<file path="src/dvl_pkg.sv">
// Shared constants, types and decode functions of the dynamic core-voltage limit checker
package dvl_pkg;

  ////////////////////////////////////////////////////////////////////////////
  // Clock and timing
  localparam int CLK_MHZ       = 200;
  localparam int PERIOD_US     = 100000;
  localparam int WINDOW_US     = 1500;
  localparam int SKEW_NS       = 400;
  localparam int SKEW_CYC      = (SKEW_NS * CLK_MHZ + 999) / 1000;
  localparam int SAMPLES_LOG2  = 8;
  localparam int NCH           = 2;

  ////////////////////////////////////////////////////////////////////////////
  // Voltage scale: one LSB is 6.25 mV, codes step by 12.5 mV
  localparam logic [7:0] VID_TOP_LSB   = 8'hFF;
  localparam logic [8:0] UPPER_CAP_LSB = 9'h0FE;
  localparam logic [4:0] VID_OFF_HI    = 5'h1F;
  localparam logic [5:0] VID_RST       = 6'h3F;

  ////////////////////////////////////////////////////////////////////////////
  // Register map
  localparam logic [7:0] OFS_CTRL  = 8'h00;
  localparam logic [7:0] OFS_LIM1  = 8'h04;
  localparam logic [7:0] OFS_LIM2  = 8'h08;
  localparam logic [7:0] OFS_STAT  = 8'h0C;
  localparam logic [7:0] OFS_IEN   = 8'h10;
  localparam logic [7:0] OFS_ICLR  = 8'h14;
  localparam logic [7:0] OFS_AVG   = 8'h18;
  localparam logic [7:0] OFS_READ  = 8'h1C;
  localparam int         LIM_UP_POS = 0;
  localparam int         LIM_LO_POS = 8;
  localparam int         AVG_SKIP_POS = 16;
  localparam logic [1:0] CTRL_RST  = 2'h3;
  localparam logic [7:0] UP_RST    = 8'h08;
  localparam logic [7:0] LO_RST    = 8'h08;
  localparam logic [3:0] IEN_RST   = 4'h0;

  ////////////////////////////////////////////////////////////////////////////
  // Types
  typedef struct packed {
    logic [7:0] up;
    logic [7:0] lo;
  } dvl_lim_t;

  typedef struct packed {
    logic [7:0] avg;
    logic       skip;
  } dvl_avg_t;

  typedef enum logic [2:0] {
    ST_WAIT = 3'b001,
    ST_AVG  = 3'b010,
    ST_CMP  = 3'b100
  } dvl_state_t;

  ////////////////////////////////////////////////////////////////////////////
  // Code decoding
  function automatic logic vid_is_off(input logic [5:0] code);
    return code[5:1] == VID_OFF_HI;
  endfunction

  function automatic logic [7:0] vid_to_lsb(input logic [5:0] code);
    return vid_is_off(code) ? 8'h00 : VID_TOP_LSB - {1'b0, code, 1'b0};
  endfunction

endpackage

</file>
<file path="src/dvl_vid_avg.sv">
// Window averager of the voltage indicated by one code stream
`timescale 1ns/1ps
module dvl_vid_avg import dvl_pkg::*; (
  // Clock and reset
  input  wire logic       pclk,
  input  wire logic       presetn,
  input  wire logic       ce,
  // Control
  input  wire logic       restart,
  input  wire logic       sample,
  input  wire logic [5:0] code,
  // Result
  output dvl_avg_t        result
);

  logic [15:0] acc_reg;
  logic        off_reg;
  dvl_avg_t    res_reg;
  wire  [15:0] acc_next = acc_reg + {8'h00, vid_to_lsb(code)};
  wire         off_next = off_reg | vid_is_off(code);

  assign result = res_reg;

  // The sample count is a power of two, so the mean is a plain shift
  always_ff @(posedge pclk or negedge presetn) begin
    if (!presetn) begin
      acc_reg <= 16'h0000;
      off_reg <= 1'b0;
      res_reg <= '0;
    end else if (ce) begin
      if (restart) begin
        acc_reg <= 16'h0000;
        off_reg <= 1'b0;
      end else if (sample) begin
        acc_reg <= acc_next;
        off_reg <= off_next;
        res_reg <= '{avg: acc_next[15:8], skip: off_next};
      end
    end
  end

endmodule // dvl_vid_avg

</file>
<file path="config.mk">
export PLATFORM = sky130hd
export DESIGN_NAME = dvl_vid_avg
export DESIGN_NICKNAME = d
export VERILOG_FILES = /design/src/dvl_pkg.sv /design/src/dvl_vid_avg.sv
export SDC_FILE = /design/constraint.sdc
export NUM_CORES = 1
export LEC_CHECK = 0
export ABC_AREA = 1
export BUFFER_PORTS_ARGS = -buffer_cell sky130_fd_sc_hd__buf_2
export CORE_UTILIZATION = 60
export CTS_CLUSTER_SIZE = 16
export DETAILED_ROUTE_END_ITERATION = 7
export GPL_ROUTABILITY_DRIVEN = 0
export GPL_TIMING_DRIVEN = 0
export PLACE_DENSITY = 0.84
export REMOVE_ABC_BUFFERS = 1
export SLEW_MARGIN = 0
export SYNTH_ARGS = -nofsm -noshare
export SYNTH_HDL_FRONTEND = slang
export SYNTH_SLANG_ARGS = --single-unit
</file>
<file path="constraint.sdc">
create_clock -name pclk -period 4.9 [get_ports pclk]
set_input_delay 0.98 -clock pclk [delete_from_list [all_inputs] [get_ports pclk]]
set_output_delay 0.98 -clock pclk [all_outputs]
set_load 0.02 [all_outputs]
</file>
==> qor.csv, run 1 <==
metric;value;unit
cts.sinks;26;
post_drt_wl_per_cell;11.9;um
detail_route.vias_per_cell;5.32;
clockRootBuffer;sky130_fd_sc_hd__clkbuf_4;
cts_buffer_count;3;
clockPowerShare;0.295;
critical-path-top-cell-by-count;sky130_fd_sc_hd__nand2_1;
final_min_period_over_clock_period;0.565;
largest_reg_flops;16;
rsz0062_at_grt;no;
pre_cts_ws;1.83;ns
pwr_density_cell;283;nW/um^2
postSynthRegisterBits;26;
clock.fmax;0.361;GHz
most_common_cell_after_layout_fill_and_taps_aside;sky130_fd_sc_hd__nand2_1;
firstDrtPassIters;4;
port_buffers;19;
route.final.wire_length;3.27;mm
htree_levels;1;
via_count_of_the_first_global_routing_pass;1395;
worstHoldPathType;flop to flop;
fin_tns_setup;0;ns
groute.layer.met3.usage;0.0250;
worstSetupStartpointType;input pin;
post-synth-top-area-cell;sky130_fd_sc_hd__dfrtp_1;
start_util;0.650;
synth_top_cell_area_share;0.393;
synth_cell_type_count;28;
grt_util_all_layers;0.265;
met1_grt_util;0.337;
seq_power_share;0.473;
p_leak;1.12;nW
period_minus_slack;2.77;ns
final_max_slew_viol_count;0;
drc_errors;0;
cts.reportedPaths.clkPinSlew;0.14;ns
worst_skew_pair.late_latency;0.33;ns
result_of_the_run;complete, no violations;
met2_routing_resource_usage_after_global_routing;0.470;
power_frac_comb;0.232;
area_growth;9.00;%
setup_viol;0;
n_antenna_cell;0;
design_power_total;0.511;mW
worst_path_max_delay_cell;sky130_fd_sc_hd__fa_1;
drive_above_1_share;0.122;
cts_repair_resize_count;0;
grt-ovfl-total;0;
vias;1464;
postCtsSetupBuffers;0;
antenna_left;0;
clk_path_buf_depth;2;
layout_setup_ws;2.13;ns
synth_top_cells_by_area;sky130_fd_sc_hd__dfrtp_1 (39%), sky130_fd_sc_hd__nand2_1 (20%), sky130_fd_sc_hd__inv_1 (6.6%);
clock-skew-final;0.00982;ns
final_area;1800;um^2
swShare;0.304;
crit_path_max_incr_delay;0.39;ns
peakVddDrop;0.314;mV
worstMarginPinSlew;0.653;ns
cp_cell_instances;buf_2, inv_1, nor3_1, nand3_1, ha_1, fa_1, nand2_1, nand2_1, nand3_1, nand2_1, nand2_1, nand3_1, nand3_1, nand2_1;
core;2540;um^2
critical_path.reg2reg.startpoint;acc_reg[0];
grt_pass1_wl;5.66;mm
ys_warn_count;0;
dpl_cell_area;1750;um^2
top_library_cells_by_usage_in_the_layout_fill_and_taps_aside;sky130_fd_sc_hd__nand2_1 (89), sky130_fd_sc_hd__inv_1 (29), sky130_fd_sc_hd__dfrtp_1 (26), sky130_fd_sc_hd__buf_2 (19), sky130_fd_sc_hd__nand3_1 (17);
cp_data_required_time;5.13;ns
std_cell_rows;18;
critPathLaunch;code[1];
drt-initial-drc-count;43;
pin_count_of_the_biggest_net_entering_global_routing;27;
worst-path-max-fanout;4;
cts_tree;done;
timing.final.hold_violations;0;
power.net_switching;0.155;mW
rr_endpoint;result[3];
path_class;input pin to flop;
mappedNetlistArea;1650;um^2
critical_path.endpoint_type;flop;
cts-hold-fix-buffers;0;
yosysSeqAreaShare;0.393;
fin_nets;266;
crit_path_end;result[3];
io_pins;20;
slew-limit-headroom;0.563;
syn_avg_cell_area;7.35;um^2
antenna_found_initial;0;
hold-worst-slack;0.493;ns
worst-endpoint-arrival;3.00;ns
dpl.hpwl;2.36;mm
power_report.internal_total;0.356;mW
syn-instance-count;225;
global_route_layer_with_the_greatest_usage;met2;
max_cap_violations;0;
die_width;54.5;um
reg2reg_setup_slack;3.05;ns
dieHeight;54.5;um
design.die.area;2970;um^2
r2r_cells;10;
## worst min-delay path by stage
stage / start / endpoint / depth (start not counted)
after floorplan: acc_reg[5] / acc_reg[5] / 2
after global placement: result[2] / result[2] / 2
after detailed placement: result[3] / result[3] / 2
after CTS: result[4] / result[4] / 2
after global routing: result[5] / result[5] / 2
final: result[6] / result[6] / 2
## cell usage after synthesis
master,count
sky130_fd_sc_hd__nand2_1,89
sky130_fd_sc_hd__inv_1,29
sky130_fd_sc_hd__dfrtp_1,26
sky130_fd_sc_hd__nand3_1,17
sky130_fd_sc_hd__o21ai_0,9
sky130_fd_sc_hd__ha_1,8
sky130_fd_sc_hd__nor2_1,8
sky130_fd_sc_hd__a21oi_1,7
sky130_fd_sc_hd__nand3b_1,6
sky130_fd_sc_hd__or2_1,3
sky130_fd_sc_hd__a22o_1,2
sky130_fd_sc_hd__and2_1,2
sky130_fd_sc_hd__and3_1,2
sky130_fd_sc_hd__buf_6,2
sky130_fd_sc_hd__nand4_1,2
sky130_fd_sc_hd__a21boi_0,1
sky130_fd_sc_hd__a21o_2,1
sky130_fd_sc_hd__a31oi_1,1
sky130_fd_sc_hd__a32o_1,1
sky130_fd_sc_hd__clkbuf_8,1
sky130_fd_sc_hd__fa_1,1
sky130_fd_sc_hd__inv_2,1
sky130_fd_sc_hd__nand2_2,1
sky130_fd_sc_hd__nand3_2,1
sky130_fd_sc_hd__nor3_1,1
sky130_fd_sc_hd__nor3_2,1
sky130_fd_sc_hd__nor3_4,1
sky130_fd_sc_hd__or2_2,1
## cell type report
type / instances / area [um^2]
sequential: 26 / 651
timing repair buffer: 19 / 95.1
multi-input combinational: 166 / 855
clock inverter: 1 / 30.0
tap: 30 / 37.5
fill: 208 / 742
clock buffer: 3 / 22.5
inverter: 30 / 113
## power groups by stage
stage | Sequential, mW | Clock [mW] | Combinational (mW)
finish | 0.241 | 0.151 | 0.118
global route | 0.244 | 0.159 | 0.137
CTS | 0.241 | 0.150 | 0.118
detailed placement | 0.245 | 0 | 0.117
global placement | 0.245 | 0 | 0.114
floorplan | 0.248 | 0 | 0.0807
## worst max-delay path, delay by kind of cell
kind / cells / cell delay [ns]
and+or+nand+nor: 10 / 1.25
adders and majority gates: 2 / 0.66
buffers and inverters: 2 / 0.11
## per-stage QoR
stage	std cells	util
finish	275	0.708
global route	275	0.708
CTS	275	0.708
detailed placement	271	0.688
global placement	271	0.688
floorplan	222	-
## kinds of logic (layout without fill, tap and decap cells)
kind of cell             count (synthesis)  count (layout)  synth area share
adder cells (fa/ha/maj)                  9               9            0.0726
AO/OA/AOI/OAI                           22              22            0.0787
AND/OR/NAND/NOR                        135             135             0.365
buffers and inverters                   33              53            0.0900
flip-flops                              26              26             0.393
## per-layer routing
| metal | routed length [um] | vias up |
|---|---|---|
| met5 | 0 | - |
| met3 | 88 | 4 |
| met1 | 1610 | 683 |
| met2 | 1530 | 20 |
| li1 | - | 757 |
| met4 | 44 | 0 |
Note: power is estimated with default switching activity, not from simulation.
==> inputs of run 2 (changes only) <==
--- a/config.mk
+++ b/config.mk
@@ -7,12 +7,12 @@
 export LEC_CHECK = 0
 export ABC_AREA = 1
 export BUFFER_PORTS_ARGS = -buffer_cell sky130_fd_sc_hd__buf_2
-export CORE_UTILIZATION = 60
+export CORE_UTILIZATION = 52
 export CTS_CLUSTER_SIZE = 16
 export DETAILED_ROUTE_END_ITERATION = 7
 export GPL_ROUTABILITY_DRIVEN = 0
 export GPL_TIMING_DRIVEN = 0
-export PLACE_DENSITY = 0.84
+export PLACE_DENSITY = 0.77
 export REMOVE_ABC_BUFFERS = 1
 export SLEW_MARGIN = 0
 export SYNTH_ARGS = -nofsm -noshare
==> constraint.sdc (replaced) <==
create_clock -name pclk -period 2.5 [get_ports pclk]
set_input_delay 0.5 -clock pclk [delete_from_list [all_inputs] [get_ports pclk]]
set_output_delay 0.5 -clock pclk [all_outputs]
set_load 0.02 [all_outputs]
==> run 2 against run 1 <==
Compared with the run above:
- utilization is 11 points lower
- via count is 4.0% lower
- power is 81% higher
- sequential power is 96% higher
- flip-flop and latch count stayed put
- non-clock buffer count stayed put
- global-route usage is 5.9 points lower
- sequential share of layout area hardly changed
- final area hardly changed
- hold slack worse by 0.36 ns
- register-to-register slack worse by 2.4 ns
- clock power is 45% higher
==> qor.csv, run 2 (same netlist as run 1, synthesis figures left out) <==
metric;value;unit
core;3030;um^2
max_cap_violations;0;
firstDrtPassIters;4;
std_cell_rows;20;
detail_route.vias_per_cell;4.87;
vias;1406;
worstMarginPinSlew;0.638;ns
worst-path-max-fanout;4;
final_max_slew_viol_count;0;
grt-ovfl-total;0;
clock.fmax;0.454;GHz
met2_routing_resource_usage_after_global_routing;0.348;
critical_path.reg2reg.startpoint;acc_reg[0];
worstSetupStartpointType;input pin;
cts_tree;done;
power.net_switching;0.301;mW
drive_above_1_share;0.122;
seq_power_share;0.512;
place_inst;285;
post_drt_wl_per_cell;10.7;um
cts.reportedPaths.clkPinSlew;0.14;ns
postCtsSetupBuffers;0;
die_width;58.4;um
critical_path.endpoint_type;flop;
power_frac_comb;0.252;
via_count_of_the_first_global_routing_pass;1259;
largest_reg_flops;16;
path_class;input pin to flop;
cts_repair_resize_count;0;
final_min_period_over_clock_period;0.881;
worst_skew_pair.late_latency;0.33;ns
worstHoldPathType;input pin to async pin;
clockRootBuffer;sky130_fd_sc_hd__clkbuf_4;
layout_setup_ws;0.297;ns
top_library_cells_by_usage_in_the_layout_fill_and_taps_aside;sky130_fd_sc_hd__nand2_1 (89), sky130_fd_sc_hd__inv_1 (29), sky130_fd_sc_hd__dfrtp_1 (26), sky130_fd_sc_hd__buf_2 (19), sky130_fd_sc_hd__nand3_1 (17);
slew-limit-headroom;0.574;
timing.final.hold_violations;0;
area_growth;9.08;%
layout.cells.non_filler;289;
htree_levels;1;
cts_buffer_count;3;
design.die.area;3410;um^2
grt_util_all_layers;0.206;
port_buffers;19;
pin_count_of_the_biggest_net_entering_global_routing;27;
fin_nets;266;
reg2reg_setup_slack;0.63;ns
fin_tns_setup;0;ns
global_route_layer_with_the_greatest_usage;met2;
swShare;0.325;
clockPowerShare;0.237;
hold-worst-slack;0.130;ns
antenna_found_initial;0;
drc_errors;0;
cts-hold-fix-buffers;0;
pre_cts_ws;-0.0232;ns
groute.layer.met3.usage;0.0264;
cts.sinks;26;
dpl.hpwl;2.27;mm
clock-skew-final;0.00361;ns
p_leak;1.11;nW
fin_util;0.596;
dpl_cell_area;1770;um^2
grt_pass1_wl;5.37;mm
rsz0062_at_grt;no;
antenna_left;0;
dieHeight;58.4;um
io_pins;20;
n_antenna_cell;0;
final_area;1800;um^2
design_power_total;0.924;mW
rr_endpoint;result[7];
clk_path_buf_depth;2;
period_minus_slack;2.20;ns
setup_viol;0;
worst-endpoint-arrival;2.44;ns
start_util;0.546;
peakVddDrop;0.279;mV
route.final.wire_length;3.10;mm
drt-initial-drc-count;43;
met1_grt_util;0.269;
result_of_the_run;complete, no violations;
most_common_cell_after_layout_fill_and_taps_aside;sky130_fd_sc_hd__nand2_1;
pwr_density_cell;512;nW/um^2
power_report.internal_total;0.624;mW
r2r_cells;10;
cp_data_required_time;2.74;ns
==> run 2: area by class of cell <==
cell class	count	area (um^2)
Timing Repair Buffer	19	95.1
Multi-Input combinational cell	166	855
Clock buffer	4	36.3
Tap cell	44	55.1
Inverter	30	113
Sequential cell	26	651
Fill cell	296	1220
==> run 2: critical path, cell delays in order <==
cell and delay [ns]:
sky130_fd_sc_hd__buf_2 0.08, sky130_fd_sc_hd__inv_1 0.04, sky130_fd_sc_hd__nor3_1 0.24, sky130_fd_sc_hd__nand3_1 0.19, sky130_fd_sc_hd__ha_1 0.26, sky130_fd_sc_hd__fa_1 0.38
sky130_fd_sc_hd__nand2_1 0.09, sky130_fd_sc_hd__nand2_1 0.10, sky130_fd_sc_hd__nand3_1 0.09, sky130_fd_sc_hd__nand2_1 0.11, sky130_fd_sc_hd__nand2_1 0.11, sky130_fd_sc_hd__nand3b_1 0.08
sky130_fd_sc_hd__nand3_1 0.10, sky130_fd_sc_hd__nand2_1 0.06
==> run 2: power by group through the flow <==
stage | combinational [mW] | clock (mW) | sequential [mW]
after floorplan | 0.158 | 0 | 0.487
after global placement | 0.225 | 0 | 0.479
after detailed placement | 0.231 | 0 | 0.480
after CTS | 0.233 | 0.223 | 0.473
after global routing | 0.269 | 0.233 | 0.477
final | 0.233 | 0.219 | 0.473
==> run 2: how the worst max path moves through the flow <==
stage                       start           to  slack (ns)  depth (start not counted)
after floorplan           code[1]  acc_reg[12]        0.33                         13
after global placement    code[1]    result[7]       -0.02                         14
after detailed placement  code[1]    result[7]       -0.02                         14
after CTS                 code[1]    result[7]        0.31                         14
after global routing      code[2]  acc_reg[12]        0.07                         14
final                     code[1]    result[7]        0.30                         14
==> run 2: routing by layer <==
layer | vias up | wire [um] | share of wire
met5 | - | 0 | 0
met4 | 0 | 36 | 0.012
met3 | 3 | 102 | 0.033
met2 | 19 | 1370 | 0.44
met1 | 627 | 1590 | 0.51
li1 | 757 | - | -
==> inputs of run 3 (changes only) <==
--- a/config.mk
+++ b/config.mk
@@ -7,12 +7,12 @@
 export LEC_CHECK = 0
 export ABC_AREA = 1
 export BUFFER_PORTS_ARGS = -buffer_cell sky130_fd_sc_hd__buf_2
-export CORE_UTILIZATION = 52
+export CORE_UTILIZATION = 57
 export CTS_CLUSTER_SIZE = 16
 export DETAILED_ROUTE_END_ITERATION = 7
 export GPL_ROUTABILITY_DRIVEN = 0
 export GPL_TIMING_DRIVEN = 0
-export PLACE_DENSITY = 0.77
+export PLACE_DENSITY = 0.8
 export REMOVE_ABC_BUFFERS = 1
 export SLEW_MARGIN = 0
 export SYNTH_ARGS = -nofsm -noshare
==> constraint.sdc (replaced) <==
create_clock -name pclk -period 2.12 [get_ports pclk]
set_input_delay 0.424 -clock pclk [delete_from_list [all_inputs] [get_ports pclk]]
set_output_delay 0.424 -clock pclk [all_outputs]
set_load 0.02 [all_outputs]
==> run 3 against run 2 <==
Compared with the run above:
- final area rose by 2.6%
- clock power rose by 58%
- critical path depth did not move
- count of clock-buffer cells in the layout fell by 1
- power rose by 28%
- via count rose by 2.6%
- hold slack got worse by 0.075 ns
- sequential power rose by 18%
- worst setup slack got worse by 0.13 ns
- combinational power rose by 21%
- non-clock buffer count rose by 4
- wire length rose by 3.9%
==> qor.csv, run 3 (same netlist as run 1, synthesis figures left out) <==
metric;value;unit
result_of_the_run;complete, no violations;
fin_util;0.672;
worstMarginPinSlew;0.663;ns
antenna_found_initial;0;
clock-skew-final;0.00306;ns
setup_viol;0;
hold-worst-slack;0.0552;ns
post_drt_wl_per_cell;11.5;um
most_common_cell_after_layout_fill_and_taps_aside;sky130_fd_sc_hd__nand2_1;
final_area;1850;um^2
clockRootBuffer;sky130_fd_sc_hd__clkbuf_4;
design.die.area;3120;um^2
detail_route.vias_per_cell;5.15;
worst_skew_pair.late_latency;0.33;ns
std_cell_rows;19;
worstSetupStartpointType;input pin;
rsz0062_at_grt;yes;
largest_reg_flops;16;
port_buffers;19;
cp_data_required_time;2.40;ns
worstHoldPathType;input pin to async pin;
drc_errors;0;
multiInputGateArea;872;um^2
period_minus_slack;1.95;ns
start_util;0.600;
fin_nets;270;
via_count_of_the_first_global_routing_pass;1351;
fin_tns_setup;0;ns
dpl_cell_area;1750;um^2
dieHeight;55.9;um
slew-limit-headroom;0.557;
drive_above_1_share;0.157;
die_width;55.9;um
grt_pass1_wl;5.66;mm
peakVddDrop;0.608;mV
cts.reportedPaths.clkPinSlew;0.14;ns
reg2reg_setup_slack;0.38;ns
area_growth;12.0;%
grt_util_all_layers;0.228;
layout.cells.non_filler;280;
p_leak;1.13;nW
worst-path-max-fanout;3;
cts_tree;done;
route.final.wire_length;3.22;mm
cts.sinks;26;
cts_buffer_count;3;
place_inst;272;
pwr_density_cell;641;nW/um^2
timing.final.hold_violations;0;
max_cap_violations;0;
grt-ovfl-total;0;
final-seq-area;651;um^2
htree_levels;1;
final_min_period_over_clock_period;0.922;
final.fill_count;234;
worst-endpoint-arrival;2.23;ns
top_library_cells_by_usage_in_the_layout_fill_and_taps_aside;sky130_fd_sc_hd__nand2_1 (88), sky130_fd_sc_hd__inv_1 (29), sky130_fd_sc_hd__dfrtp_1 (26), sky130_fd_sc_hd__buf_2 (19), sky130_fd_sc_hd__nand3_1 (16);
critical_path.endpoint_type;flop;
vias;1443;
pin_count_of_the_biggest_net_entering_global_routing;27;
dpl.hpwl;2.32;mm
n_antenna_cell;0;
antenna_left;0;
core;2760;um^2
drt-initial-drc-count;33;
firstDrtPassIters;4;
clock.fmax;0.512;GHz
io_pins;20;
final_max_slew_viol_count;0;
path_class;input pin to flop;
clk_path_buf_depth;2;
## run 3: worst max-delay path, cell delays in order
cell and delay [ns]:
sky130_fd_sc_hd__buf_2 0.07, sky130_fd_sc_hd__inv_1 0.05, sky130_fd_sc_hd__nor3_2 0.21, sky130_fd_sc_hd__nand3_1 0.15
sky130_fd_sc_hd__ha_2 0.24, sky130_fd_sc_hd__fa_2 0.34, sky130_fd_sc_hd__nand2_1 0.08, sky130_fd_sc_hd__nand2_1 0.09
sky130_fd_sc_hd__and2_1 0.17, sky130_fd_sc_hd__nand2_1 0.08, sky130_fd_sc_hd__nand2_1 0.08, sky130_fd_sc_hd__nand3_1 0.07
sky130_fd_sc_hd__nand3_1 0.08, sky130_fd_sc_hd__nand2_1 0.10
## run 3: final timing paths
| path | startpoint | to | depth (start not counted) |
|---|---|---|---|
| worst max-delay path | code[2] | result[5] | 14 |
| worst min-delay path | presetn | acc_reg[15] | 1 |
| worst max register to register | acc_reg[0] | result[5] | 10 |
| worst min register to register | result[7] | result[7] | 2 |
| max in group asynchronous | presetn | acc_reg[2] | 1 |
| min in group pclk | restart | acc_reg[15] | 4 |
## run 3: what timing repair did
action                                  4_1_cts  5_1_grt
endpoints found under the setup margin        0       11
endpoints found under the hold margin         0        0
resized for setup                             0        5
buffers inserted                              0        4
hold buffers                                  0        0
## run 3: report_power, final
| part | switching (mW) | internal, mW | leakage (nW) | total (mW) |
|---|---|---|---|---|
| sequential | 0.0260 | 0.531 | 0.355 | 0.557 |
| combinational | 0.178 | 0.105 | 0.748 | 0.283 |
| clock | 0.154 | 0.191 | 0.0279 | 0.346 |
## run 3: stage by stage
step / total power, mW / worst slack, ns
2_1_floorplan: 0.760 / 0.0292
3_3_place_gp: 0.831 / -0.319
3_5_place_dp: 0.837 / -0.355
4_1_cts: 1.18 / 0.0141
5_1_grt: 1.26 / -0.0223
6_report: 1.19 / 0.166
## run 3: area by class of cell
type,instances,share of cell area
multi-input combinational,166,0.471
sequential,26,0.351
timing repair buffer,23,0.0676
inverter,30,0.0608
tap,31,0.0209
clock inverter,1,0.0162
clock buffer,3,0.0122
## run 3: metal layers
| metal | vias up | GRT usage | share of wire |
|---|---|---|---|
| li1 | 762 | - | - |
| met4 | 0 | 0.0488 | 0.0090 |
| met1 | 650 | 0.306 | 0.48 |
| met2 | 26 | 0.382 | 0.46 |
| met3 | 5 | 0.0488 | 0.048 |
| met5 | - | 0 | 0 |
